`config.mk`:
```
export PLATFORM = sky130hd
export DESIGN_NAME = bmcc_regs
export DESIGN_NICKNAME = d
export VERILOG_FILES = /design/src/bmcc_pkg.sv /design/src/bmcc_regs.sv /design/src/bmcc_arbiter.sv
export SDC_FILE = /design/constraint.sdc
export NUM_CORES = 1
export LEC_CHECK = 0
export BUFFER_PORTS_ARGS = -buffer_cell sky130_fd_sc_hd__clkbuf_2
export CAP_MARGIN = 20
export CORE_MARGIN = 1
export CORE_UTILIZATION = 40
export DETAILED_ROUTE_END_ITERATION = 7
export PLACE_DENSITY = 0.63
export SYNTH_ARGS = -nofsm -noshare
export SYNTH_HDL_FRONTEND = slang
export SYNTH_SLANG_ARGS = --single-unit
export TNS_END_PERCENT = 1
```
`constraint.sdc`:
```
create_clock -name pclk -period 6.28 [get_ports pclk]
set_clock_uncertainty 0.1 [all_clocks]
set_input_delay 0.314 -clock pclk [delete_from_list [all_inputs] [get_ports pclk]]
set_output_delay 0.314 -clock pclk [all_outputs]
set_load 0.05 [all_outputs]
```
`src/bmcc_pkg.sv`:
```
// constants for the bridge misc control and clock strap register bank
// assumes a 100 MHz APB clock and 32-bit APB data

package bmcc_pkg;

  // ****************************************************************
  // bus and timing
  // ****************************************************************
  localparam int unsigned CLK_MHZ      = 100;  // pclk rate
  localparam int unsigned ADDR_W       = 12;
  localparam int unsigned N_REQ        = 5;    // four external + internal
  localparam int unsigned CRT_W        = 20;   // holds 10 ms of cycles

  // ****************************************************************
  // register offsets and reset values
  // ****************************************************************
  localparam logic [11:0] MISC_CSR_OFFSET   = 12'h044;
  localparam logic [11:0] CLK_STRAP_OFFSET  = 12'h048;
  localparam logic [31:0] MISC_CSR_RESET    = 32'h7d10_1900;
  localparam logic [31:0] CLK_STRAP_RESET   = 32'h0000_0100;

  // ****************************************************************
  // misc control/status field positions
  // ****************************************************************
  localparam int unsigned INT_ARB_EN_BIT    = 30;
  localparam int unsigned REQ_ARB_EN_LSB    = 26;  // bits 29:26
  localparam int unsigned PAR_ERR_BIT       = 24;  // read-only, reads 1
  localparam int unsigned CACHE_EN_BIT      = 23;
  localparam int unsigned INT_PRI_BIT       = 20;
  localparam int unsigned REQ_PRI_LSB       = 16;  // bits 19:16
  localparam int unsigned CPL_CNT_LSB       = 11;  // bits 14:11
  localparam int unsigned CPL_CNT_W         = 4;
  localparam int unsigned CRT_LSB           = 8;   // bits 10:8
  localparam int unsigned CRT_SEL_W         = 3;

  // ****************************************************************
  // clock strap field positions
  // ****************************************************************
  localparam int unsigned PLL_SEL_BIT       = 8;
  localparam int unsigned CLK_SRC_BIT       = 3;
  localparam int unsigned CLK_SPD_LSB       = 0;   // bits 2:0, bit 2 unused

  // ****************************************************************
  // completion accumulation
  // ****************************************************************
  localparam int unsigned CPL_DW_STEP       = 8;   // dwords per code step
  localparam logic [3:0]  CPL_CODE_MAX      = 4'h9;
  localparam int unsigned CPL_DW_W          = 7;   // holds 80

  // ****************************************************************
  // configuration retry times in microseconds
  // ****************************************************************
  localparam int unsigned CRT_US_0 = 25;
  localparam int unsigned CRT_US_1 = 40;
  localparam int unsigned CRT_US_2 = 50;
  localparam int unsigned CRT_US_3 = 100;
  localparam int unsigned CRT_US_4 = 200;
  localparam int unsigned CRT_US_5 = 500;
  localparam int unsigned CRT_US_6 = 1000;
  localparam int unsigned CRT_US_7 = 10000;

  // ****************************************************************
  // output clock speed codes
  // ****************************************************************
  localparam logic [1:0] SPD_25  = 2'h0;
  localparam logic [1:0] SPD_33  = 2'h1;
  localparam logic [1:0] SPD_50  = 2'h2;
  localparam logic [1:0] SPD_66  = 2'h3;

  typedef enum logic {
    BMCC_CRT_IDLE,
    BMCC_CRT_WAIT
  } bmcc_crt_state_t;

endpackage : bmcc_pkg

```
`src/bmcc_regs.sv`:
```
// bridge misc control and clock strap registers with their consumers:
// arbiter priorities, completion accumulation, config retry timer
// assumes an APB master on pclk and side-band strobes synchronous to it

`timescale 1ns/1ps
`default_nettype none

module bmcc_regs #(
  parameter int unsigned CRT_CYC_0 = bmcc_pkg::CRT_US_0 * bmcc_pkg::CLK_MHZ,
  parameter int unsigned CRT_CYC_1 = bmcc_pkg::CRT_US_1 * bmcc_pkg::CLK_MHZ,
  parameter int unsigned CRT_CYC_2 = bmcc_pkg::CRT_US_2 * bmcc_pkg::CLK_MHZ,
  parameter int unsigned CRT_CYC_3 = bmcc_pkg::CRT_US_3 * bmcc_pkg::CLK_MHZ,
  parameter int unsigned CRT_CYC_4 = bmcc_pkg::CRT_US_4 * bmcc_pkg::CLK_MHZ,
  parameter int unsigned CRT_CYC_5 = bmcc_pkg::CRT_US_5 * bmcc_pkg::CLK_MHZ,
  parameter int unsigned CRT_CYC_6 = bmcc_pkg::CRT_US_6 * bmcc_pkg::CLK_MHZ,
  parameter int unsigned CRT_CYC_7 = bmcc_pkg::CRT_US_7 * bmcc_pkg::CLK_MHZ
) (
  input  wire logic        pclk,
  input  wire logic        presetn,
  input  wire logic        psel,
  input  wire logic        penable,
  input  wire logic        pwrite,
  input  wire logic [11:0] paddr,
  input  wire logic [31:0] pwdata,
  output logic      [31:0] prdata,
  output logic             pready,
  output logic             pslverr,
  input  wire logic [3:0]  bus_request_in_n,
  input  wire logic        internal_request,
  output logic      [4:0]  bus_grant,
  input  wire logic        pci_mode_in,
  input  wire logic        cpl_accum_start,
  input  wire logic        cpl_dword_valid,
  input  wire logic        cpl_last_in,
  output logic             cpl_xfer_go,
  input  wire logic        cfg1_issue,
  input  wire logic        cfg1_cpl_in,
  output logic             crs_return,
  output logic             short_term_cache_enable,
  output logic             pll_freq_select,
  input  wire logic        speed66_enable_in,
  output logic      [1:0]  bus_clock_out_speed
);

  // ****************************************************************
  // register storage
  // ****************************************************************
  logic       int_arb_en_q;
  logic [3:0] req_arb_en_q;
  logic       cache_en_q;
  logic       int_pri_q;
  logic [3:0] req_pri_q;
  logic [3:0] cpl_cnt_q;
  logic [2:0] crt_sel_q;
  logic       pll_sel_q;
  logic       clk_src_q;
  logic [2:0] clk_spd_q;

  logic [31:0] csr_view;
  logic [31:0] strap_view;
  logic        hit_csr;
  logic        hit_strap;
  logic        wr_fire;

  // ****************************************************************
  // apb decode
  // ****************************************************************
  // fixed one-cycle access phase: pready rises the cycle after setup
  assign hit_csr   = (paddr == bmcc_pkg::MISC_CSR_OFFSET);
  assign hit_strap = (paddr == bmcc_pkg::CLK_STRAP_OFFSET);
  assign wr_fire   = psel & penable & pready & pwrite;

  // read views; unlisted bits stay zero
  always_comb begin
    csr_view = '0;
    csr_view[bmcc_pkg::INT_ARB_EN_BIT] = int_arb_en_q;
    csr_view[bmcc_pkg::REQ_ARB_EN_LSB +: 4] = req_arb_en_q;
    csr_view[bmcc_pkg::PAR_ERR_BIT] = 1'b1;
    csr_view[bmcc_pkg::CACHE_EN_BIT] = cache_en_q;
    csr_view[bmcc_pkg::INT_PRI_BIT] = int_pri_q;
    csr_view[bmcc_pkg::REQ_PRI_LSB +: 4] = req_pri_q;
    csr_view[bmcc_pkg::CPL_CNT_LSB +: bmcc_pkg::CPL_CNT_W] = cpl_cnt_q;
    csr_view[bmcc_pkg::CRT_LSB +: bmcc_pkg::CRT_SEL_W] = crt_sel_q;
    strap_view = '0;
    strap_view[bmcc_pkg::PLL_SEL_BIT] = pll_sel_q;
    strap_view[bmcc_pkg::CLK_SRC_BIT] = clk_src_q;
    strap_view[bmcc_pkg::CLK_SPD_LSB +: 3] = clk_spd_q;
  end

  // answer flops: ready, data and error are loaded in the setup cycle and appear in the cycle after it
  always_ff @(posedge pclk or negedge presetn) begin
    if (!presetn) begin
      pready  <= 1'b0;
      pslverr <= 1'b0;
      prdata  <= 32'h0000_0000;
    end else if (psel && !penable && !pready) begin
      pready  <= 1'b1;
      pslverr <= !(hit_csr || hit_strap);
      prdata  <= (!pwrite && hit_csr)   ? csr_view   :
                 (!pwrite && hit_strap) ? strap_view : 32'h0000_0000;
    end else begin
      pready  <= 1'b0;
      pslverr <= 1'b0;
      prdata  <= 32'h0000_0000;
    end
  end

  // ****************************************************************
  // misc control/status register
  // ****************************************************************
  // parity behaviour bit is read-only here and reads as one
  always_ff @(posedge pclk or negedge presetn) begin
    if (!presetn) begin
      int_arb_en_q <= bmcc_pkg::MISC_CSR_RESET[bmcc_pkg::INT_ARB_EN_BIT];
      req_arb_en_q <= bmcc_pkg::MISC_CSR_RESET[bmcc_pkg::REQ_ARB_EN_LSB +: 4];
      cache_en_q   <= bmcc_pkg::MISC_CSR_RESET[bmcc_pkg::CACHE_EN_BIT];
      int_pri_q    <= bmcc_pkg::MISC_CSR_RESET[bmcc_pkg::INT_PRI_BIT];
      req_pri_q    <= bmcc_pkg::MISC_CSR_RESET[bmcc_pkg::REQ_PRI_LSB +: 4];
      cpl_cnt_q    <= bmcc_pkg::MISC_CSR_RESET[bmcc_pkg::CPL_CNT_LSB +: 4];
      crt_sel_q    <= bmcc_pkg::MISC_CSR_RESET[bmcc_pkg::CRT_LSB +: 3];
    end else if (wr_fire && hit_csr) begin
      int_arb_en_q <= pwdata[bmcc_pkg::INT_ARB_EN_BIT];
      req_arb_en_q <= pwdata[bmcc_pkg::REQ_ARB_EN_LSB +: 4];
      cache_en_q   <= pwdata[bmcc_pkg::CACHE_EN_BIT];
      int_pri_q    <= pwdata[bmcc_pkg::INT_PRI_BIT];
      req_pri_q    <= pwdata[bmcc_pkg::REQ_PRI_LSB +: 4];
      cpl_cnt_q    <= pwdata[bmcc_pkg::CPL_CNT_LSB +: 4];
      crt_sel_q    <= pwdata[bmcc_pkg::CRT_LSB +: 3];
    end
  end

  // ****************************************************************
  // clock strap register
  // ****************************************************************
  always_ff @(posedge pclk or negedge presetn) begin
    if (!presetn) begin
      pll_sel_q <= bmcc_pkg::CLK_STRAP_RESET[bmcc_pkg::PLL_SEL_BIT];
      clk_src_q <= bmcc_pkg::CLK_STRAP_RESET[bmcc_pkg::CLK_SRC_BIT];
      clk_spd_q <= bmcc_pkg::CLK_STRAP_RESET[bmcc_pkg::CLK_SPD_LSB +: 3];
    end else if (wr_fire && hit_strap) begin
      pll_sel_q <= pwdata[bmcc_pkg::PLL_SEL_BIT];
      clk_src_q <= pwdata[bmcc_pkg::CLK_SRC_BIT];
      clk_spd_q <= pwdata[bmcc_pkg::CLK_SPD_LSB +: 3];
    end
  end

  // ****************************************************************
  // cache enable, and clock controls to the pll and output clock generator
  // ****************************************************************
  // the generator itself is analog; here only its selects are steered
  always_ff @(posedge pclk or negedge presetn) begin
    if (!presetn) begin
      short_term_cache_enable <= 1'b0;
      pll_freq_select         <= 1'b1;
      bus_clock_out_speed     <= bmcc_pkg::SPD_33;
    end else begin
      short_term_cache_enable <= cache_en_q;
      pll_freq_select         <= pll_sel_q;
      if (clk_src_q) begin
        bus_clock_out_speed <= clk_spd_q[1:0];
      end else begin
        bus_clock_out_speed <= speed66_enable_in ? bmcc_pkg::SPD_66
                                                 : bmcc_pkg::SPD_33;
      end
    end
  end

  // ****************************************************************
  // arbiter
  // ****************************************************************
  // index 4 is the bridge's own request; external pins are active low
  bmcc_arbiter #(
    .N        (bmcc_pkg::N_REQ)
  ) u_arb (
    .pclk     (pclk),
    .presetn  (presetn),
    .req      ({internal_request, ~bus_request_in_n}),
    .enable   ({int_arb_en_q, req_arb_en_q}),
    .high_pri ({int_pri_q, req_pri_q}),
    .grant_q  (bus_grant)
  );

  // ****************************************************************
  // completion accumulation
  // ****************************************************************
  logic [bmcc_pkg::CPL_DW_W-1:0] cpl_dw_q;
  logic [bmcc_pkg::CPL_DW_W-1:0] cpl_thresh;
  logic [3:0]                    cpl_code;

  // codes above the last defined one saturate at the largest threshold
  assign cpl_code   = (cpl_cnt_q > bmcc_pkg::CPL_CODE_MAX)
                      ? bmcc_pkg::CPL_CODE_MAX : cpl_cnt_q;
  assign cpl_thresh = bmcc_pkg::CPL_DW_W'((32'(cpl_code) + 1)
                      * bmcc_pkg::CPL_DW_STEP);

  // go rises once enough dwords sit in the buffer, or the read ends short, or at once after start outside pci mode
  always_ff @(posedge pclk or negedge presetn) begin
    if (!presetn) begin
      cpl_dw_q    <= '0;
      cpl_xfer_go <= 1'b0;
    end else if (cpl_accum_start) begin
      cpl_dw_q    <= '0;
      cpl_xfer_go <= !pci_mode_in;
    end else if (!cpl_xfer_go) begin
      if (cpl_dword_valid) begin
        cpl_dw_q <= cpl_dw_q + 1'b1;
      end
      if ((cpl_dword_valid && (cpl_dw_q + 1'b1 >= cpl_thresh))
          || cpl_last_in || !pci_mode_in) begin
        cpl_xfer_go <= 1'b1;
      end
    end
  end

  // ****************************************************************
  // configuration retry timer
  // ****************************************************************
  bmcc_pkg::bmcc_crt_state_t crt_state_q;
  logic [bmcc_pkg::CRT_W-1:0] crt_cnt_q;
  logic [bmcc_pkg::CRT_W-1:0] crt_limit;

  always_comb begin
    case (crt_sel_q)
      3'h0:    crt_limit = bmcc_pkg::CRT_W'(CRT_CYC_0);
      3'h1:    crt_limit = bmcc_pkg::CRT_W'(CRT_CYC_1);
      3'h2:    crt_limit = bmcc_pkg::CRT_W'(CRT_CYC_2);
      3'h3:    crt_limit = bmcc_pkg::CRT_W'(CRT_CYC_3);
      3'h4:    crt_limit = bmcc_pkg::CRT_W'(CRT_CYC_4);
      3'h5:    crt_limit = bmcc_pkg::CRT_W'(CRT_CYC_5);
      3'h6:    crt_limit = bmcc_pkg::CRT_W'(CRT_CYC_6);
      default: crt_limit = bmcc_pkg::CRT_W'(CRT_CYC_7);
    endcase
  end

  // a completion in the expiry cycle wins, so no CRS follows real data
  always_ff @(posedge pclk or negedge presetn) begin
    if (!presetn) begin
      crt_state_q <= bmcc_pkg::BMCC_CRT_IDLE;
      crt_cnt_q   <= '0;
      crs_return  <= 1'b0;
    end else begin
      crs_return <= 1'b0;
      case (crt_state_q)
        bmcc_pkg::BMCC_CRT_IDLE: begin
          if (cfg1_issue) begin
            crt_state_q <= bmcc_pkg::BMCC_CRT_WAIT;
            crt_cnt_q   <= bmcc_pkg::CRT_W'(1);
          end
        end
        bmcc_pkg::BMCC_CRT_WAIT: begin
          if (cfg1_cpl_in) begin
            crt_state_q <= bmcc_pkg::BMCC_CRT_IDLE;
          end else if (crt_cnt_q >= crt_limit) begin
            crs_return  <= 1'b1;
            crt_state_q <= bmcc_pkg::BMCC_CRT_IDLE;
          end else begin
            crt_cnt_q <= crt_cnt_q + 1'b1;
          end
        end
        default: crt_state_q <= bmcc_pkg::BMCC_CRT_IDLE;
      endcase
    end
  end

endmodule : bmcc_regs

`default_nettype wire

```
`src/bmcc_arbiter.sv`:
```
// two-level round-robin arbiter for the secondary bus
// assumes requests are synchronous, active high, one bit per participant

`timescale 1ns/1ps
`default_nettype none

module bmcc_arbiter #(
  parameter int unsigned N = 5
) (
  input  wire logic         pclk,
  input  wire logic         presetn,
  input  wire logic [N-1:0] req,
  input  wire logic [N-1:0] enable,
  input  wire logic [N-1:0] high_pri,
  output logic      [N-1:0] grant_q
);

  localparam int unsigned W = $clog2(N);

  logic [N-1:0] grant_d;
  logic [W-1:0] last_q;
  logic [W-1:0] last_d;

  // ****************************************************************
  // selection
  // ****************************************************************
  // holder keeps the bus until it drops or is disabled; no preemption,
  // which avoids cutting a burst short at the cost of some latency
  always_comb begin
    logic [N-1:0] elig;
    logic [N-1:0] pick;
    logic         found;
    int unsigned  idx;
    idx     = 0;
    elig    = req & enable;
    pick    = (|(elig & high_pri)) ? (elig & high_pri)
                                   : (elig & ~high_pri);
    found   = 1'b0;
    grant_d = '0;
    last_d  = last_q;
    if (|(grant_q & elig)) begin
      grant_d = grant_q;
    end else begin
      for (int unsigned k = 1; k <= N; k++) begin
        idx = (32'(last_q) + k) % N;
        if (!found && pick[idx]) begin
          found        = 1'b1;
          grant_d[idx] = 1'b1;
          last_d       = idx[W-1:0];
        end
      end
    end
  end

  // ****************************************************************
  // state
  // ****************************************************************
  always_ff @(posedge pclk or negedge presetn) begin
    if (!presetn) begin
      grant_q <= '0;
      last_q  <= '0;
    end else begin
      grant_q <= grant_d;
      last_q  <= last_d;
    end
  end

endmodule : bmcc_arbiter

`default_nettype wire

```
# ---- Word level (Yosys, flattened, before mapping)
# Index checks and enable logic that the tools add are counted.
dict set report totals {
  reg_bits 99
  in_bits 61
  out_inout_bits 45
}
dict set report op_classes {
  n_addsub 8
  div_mod_pow 5
  order_cmp 13
  eq_ne 12
  n_mux 69
  bitwise_logic 15
  reduce_logical 36
}
# operator count
set op_table {}
lappend op_table {{$ge A32 B1 Y1 const B} 5}
lappend op_table {{$lt A32 B4 Y1 const B} 5}
lappend op_table {{$mod A32 B3 Y32 const B} 5}
lappend op_table {{$pmux W20 S7} 1}
lappend op_table {{$mux W31} 2}
lappend op_table {{$mux W20} 3}
lappend op_table {{$mux W5} 10}
lappend op_table {{$pmux W20 S2} 1}
lappend op_table {{$mux W1} 29}
lappend op_table {{$eq A12 B7 Y1 const B} 2}
lappend op_table {{$mux W7} 3}
lappend op_table {{$add A20 B1 Y20 const B} 1}
lappend op_table {{$and A5 B5 Y5} 4}
lappend op_table {{$ge A20 B20 Y1} 1}
lappend op_table {{$or A5 B5 Y5} 4}
lappend op_table {{$logic_and A1 B1 Y1} 16}
lappend op_table {{$bmux W1 S3} 5}
lappend op_table {{$demux W1 S3} 5}
lappend op_table {{$mux W3} 5}
lappend op_table {{$reduce_or A5 Y1} 2}
lappend op_table {{$eq A3 B3 Y1 const B} 3}
lappend op_table {{$logic_not A1 Y1} 9}
lappend op_table {{$mux W9} 1}
lappend op_table {{$add A3 B2 Y4 const B} 2}
lappend op_table {{other kinds (22)} 34}

# ---- Depth between registers and ports, before layout
dict set report depth {
  ltp_word 25
  depth_mapped 22
  mapped_depth_nobuf 20
}

# ---- Cells and area by module
# Synthesis repeated with hierarchy kept, for this count alone.
dict set report unflattened {
  hier_cells 783
  hier_area_um2 7110.6
}
# mod n_inst cells_per_inst area_each_um2 seq_area_each_um2
set modules_own_cells {}
lappend modules_own_cells {bmcc_regs 1 384 4205.3 2067.0}
lappend modules_own_cells {bmcc_arbiter 1 399 2905.3 200.2}

# ---- Worst setup path before layout
# Ideal clock, no wire load.
dict set report synth_path {
  path_kind {register to register}
  startpoint {register u_arb.last_q[0]}
  endpoint {register u_arb.grant_q[4]}
  setup_time_ps 84
  arrival_ps 4971
  required_time_ps 6096
  path_slack_ps 1125
  stages_incl_launch_ff 22
  period_less_slack_ps 5155
  path_cell_list {dfrtp_1 inv_1 clkbuf_1 ha_1 buf_2 xnor2_2 inv_2 ha_1 nor2_1 a21oi_1 xnor2_1 inv_2 ha_1 inv_1 o22ai_1 o22a_1 a2111oi_0 a41oi_1 a32oi_2 nand4_2 or4_1 a41oi_2}
}
dict set report synth_via {
  elab_chain_cells 21
  elab_cells_between_ends 74
  classes_between {add/sub: 5; div: 5; order compare: 10; mux: 37; bitwise: 4; reduce/logical: 13}
}
# item line_no
set synth_lines {}
lappend synth_lines {{from (decl)} bmcc_arbiter.sv:21} ;# logic [W-1:0] last_q;
lappend synth_lines {{from (signal assigned)} bmcc_arbiter.sv:64} ;# last_q <= last_d;
lappend synth_lines {{parallel branches: the longest is 20 deep, another holds $mod A32 B3 Y32} --}
lappend synth_lines {{$mux W5 (*)} bmcc_arbiter.sv:46} ;# if (!found && pick[idx]) begin
lappend synth_lines {{to (signal assigned)} bmcc_arbiter.sv:63} ;# grant_q <= grant_d;
lappend synth_lines {{to (decl)} bmcc_arbiter.sv:15} ;# output logic [N-1:0] grant_q
# Mark *: on every way between the ends. The select of a mux whose other input is x is not followed.
# A chain may end at the register's enable or synchronous reset.

# ---- Final worst setup path
dict set report layout_path {
  startpoint {register u_arb.last_q[1]}
  endpoint {register u_arb.grant_q[4]}
}
# Same word-level chain as after synthesis.

==> flow_metrics.tcl <==
set metrics [dict create \
    outcome "completed" \
    rr_worst_depth 17 \
    critPathLaunch "u_arb.last_q[1]$_DFFE_PN0P_" \
    synth.most_common_cell "dfrtp_1" \
    dp_slack_ns 0.5057 \
    reg2reg_slack_ns 0.45 \
    post_drt_wl_per_cell_um 15.89 \
    die_x_um 135.0 \
    die_h_um 135.0 \
    cp_slowest_cell "or4_1" \
    routed_wl_um 17350 \
    start_kind "flop" \
    finalNonFillerCells 1092 \
    critPathKind "reg2reg" \
    yosys.area.top_type "dfrtp_1" \
    p_leak_uw 0.003687 \
    grt_pass1_wl_um 28670 \
    clk_latency_ns 0.34 \
    vias_per_cell 5.565 \
    synth-edff-count 0 \
    gp_congestion 0.9512 \
    synth_top_cell_area_share_pct 27.60 \
    start_util_pct 40.89 \
    drv_cap 0 \
    clk_pin_slew_ns 0.07 \
    yosysUniqueCellTypes 88 \
    seq_area_frac_synth_pct 32.06 \
    post_cts_buffers 0 \
    coreArea_um2 17300 \
    multiInputGateArea_um2 4477 \
    drc 0 \
    worstPathMaxFanout 17 \
    cp_common_cell "ha_1" \
    crit_path_cell_trace "ha_1, xnor2_4, inv_4, ha_1, nor2_1, a21boi_4, xnor2_1, ha_1, nor2b_1, a2111oi_2, a211oi_2, mux2i_2, o32ai_2, a211oi_2, nand4_2, or4_1, a41oi_2" \
    cp-endpoint "u_arb.grant_q[4]$_DFFE_PN0P_" \
    max_freq_mhz 171.5 \
    rows 48 \
    track_usage_pct 19.78 \
    r2r_start "u_arb.last_q[1]$_DFFE_PN0P_" \
    rsz0062_at_grt "no" \
    path_delay_family "simple AND/OR/NAND/NOR gates" \
    cts_buffers 9 \
    grt_pass1_vias 5586 \
    crit_path_max_incr_delay_ns 0.60 \
    rr_endpoint "u_arb.grant_q[4]$_DFFE_PN0P_" \
    finalHoldViolations 0 \
    n_antenna_cell 0 \
    period_needed_ns 5.829 \
    port_buffers 86 \
    synth_area_um2 7072 \
    cts_resized 0 \
    setup_violations 0 \
    tightestPinTransition_ns 1.057 \
    htree_levels 3 \
    max_slew_margin_pct 29.38 \
    drt_pre_antenna_iters 5 \
    postLayoutSetupSlackWorst_ns 0.4507 \
    min_path_cells 2 \
    drtIter0Drc 295 \
    antenna_found_initial 0 \
    syn_to_final_growth_pct 13.77 \
    fill_cells 1683 \
    fin_util_pct 46.51 \
    path_depth 17 \
    layout-drive-gt1-share_pct 22.03 \
    postSynthAreaPerCell_um2 8.997 \
    worstPathArrival_ns 6.00 \
    pin_count 106 \
    async_flop_share_pct 100.0 \
    ys_ff_latch 90 \
    vias 6077 \
    ctsRootBufferMaster "clkbuf_16" \
    num-nets-final 987 \
    crit_buf_inv 1 \
    cellPowerDensity_nw_per_um2 606.4 \
    synth_top_flop_cell "dfrtp_1" \
    dieArea_um2 18220 \
    antenna_left 0 \
    crit_path_end_kind "flop" \
    seq_area_um2 2267 \
    synth_warnings 0 \
    cts_buffer_depth 2 \
    cts_sinks 90 \
    grt_overflow_total 0 \
    dpl.cell_count 1073 \
    ys_top_cells_by_count "dfrtp_1 (78), nor2_1 (65), ha_1 (63)" \
    ir_drop_v 0.0003847 \
    synthCells 786 \
    place_hpwl_um 13070 \
    setup_tns_ns 0 \
    final.period_utilization_pct 92.82 \
    grt_max_degree 81 \
    synthTopCellsByArea "dfrtp_1 (28%), ha_1 (11%), dfstp_2 (4.5%)" \
    hold_class "in2reg" \
    cts_tree "yes" \
    cts_hold_buf 1 \
    worst_ep_required_time_ns 6.45 \
    min_from "pci_mode_in" \
    slew_viol_final 0 \
]
-- sequential cells by signal, indices dropped and copies added (netlist names), 2 cells and up --
register             cells
cpl_cnt_q                4
crt_sel_q                3
prdata                  23
clk_spd_q                3
req_arb_en_q             4
u_arb.grant_q            5
req_pri_q                4
u_arb.last_q             3
cpl_dw_q                 7
crt_cnt_q               20
bus_clock_out_speed      2
-- routing by layer --
layer / vias up / global-route usage (%) / share of wire (%)
li1: 3006 / - / -
met1: 2874 / 28.03 / 49
met2: 173 / 31.36 / 44
met3: 24 / 2.365 / 4.3
met4: 0 / 6.055 / 1.8
met5: - / 0 / 0
-- power by group --
group,total [uW],internal [uW],switching [uW]
Combinational,3620,1380,2250
Clock,587,350,237
Sequential,669,620,49.2
Total,4880,2350,2530
-- how the worst min path moves through the flow --
| stage | end |
|---|---|
| floorplan | bus_clock_out_speed[1]$_DFF_PN0_ |
| global placement | cpl_dw_q[5]$_DFFE_PN0P_ |
| detailed placement | cpl_dw_q[6]$_DFFE_PN0P_ |
| CTS | cpl_xfer_go$_DFF_PN0_ |
| global route | cpl_xfer_go$_DFF_PN0_ |
| finish | cpl_xfer_go$_DFF_PN0_ |
-- area by class of cell --
cell class              count  area share (%)
inverters                  39           1.851
multi-input cells         624           55.65
clock buffers              10           2.846
well taps                 225           3.499
repair buffers             98           6.874
flip-flops and latches     90           28.18
clock inverters             6           1.104
-- metrics by stage --
stage | hold WS, ns | cell area (um2) | total power, uW
final | 0.05080 | 8045 | 4878
after global routing | 0.06255 | 8045 | 5288
after CTS | 0.04574 | 8003 | 4828
after detailed placement | 0.05768 | 7675 | 4218
after global placement | 0.05347 | 7675 | 4207
after floorplan | -0.08159 | 7102 | 3545
-- worst register-to-register path, delay by kind of cell, from the launching register on --
family | cells | cell delay (ns)
AND/OR/NAND/NOR | 4 | 1.48
AO/OA/AOI/OAI | 6 | 1.16
adder cells (fa/ha/maj) | 3 | 0.93
XOR/XNOR | 2 | 0.87
flip-flops | 1 | 0.54
multiplexers | 1 | 0.49
buffers and inverters | 1 | 0.19
-- cell usage in the layout (no fill, tap or decap), types with 5 or more instances in the layout --
cell type / Yosys / layout
nor2_1: 65 / 64
a21oi_1: 39 / 39
and3_1: 11 / 11
ha_1: 63 / 63
mux2_2: 25 / 25
o21ai_1: 5 / 5
mux2i_1: 8 / 8
nand2b_1: 11 / 11
o21ai_0: 42 / 42
buf_4: 10 / 10
o31ai_1: 5 / 5
nand3_1: 35 / 35
xnor2_1: 18 / 18
a21o_1: 8 / 8
o2111ai_1: 8 / 8
or2_2: 6 / 6
nand2_1: 44 / 44
nor2b_1: 14 / 13
a31oi_1: 8 / 8
inv_1: 33 / 33
nand3b_1: 8 / 8
nor3b_1: 6 / 6
a2111oi_0: 5 / 5
dfrtp_1: 78 / 78
dfstp_2: 12 / 12
and2_1: 28 / 28
clkbuf_16: 0 / 9
conb_1: 1 / 9
nor4_1: 9 / 9
nand4_1: 11 / 11
nor3_1: 15 / 15
xor2_1: 13 / 13
a211oi_1: 8 / 7
clkbuf_2: 0 / 85
o211ai_1: 6 / 6
or3_1: 7 / 7
-- kinds of logic after synthesis --
family	share of synthesized area, %
adder cells (fa/ha/maj)	11.71
flip-flops	32.06
multiplexers	5.308
XOR/XNOR	4.459
AO/OA/AOI/OAI	19.20
AND/OR/NAND/NOR	22.01
buffers and inverters	5.202
other	0.05303
Power figures use the tool's default switching activity.
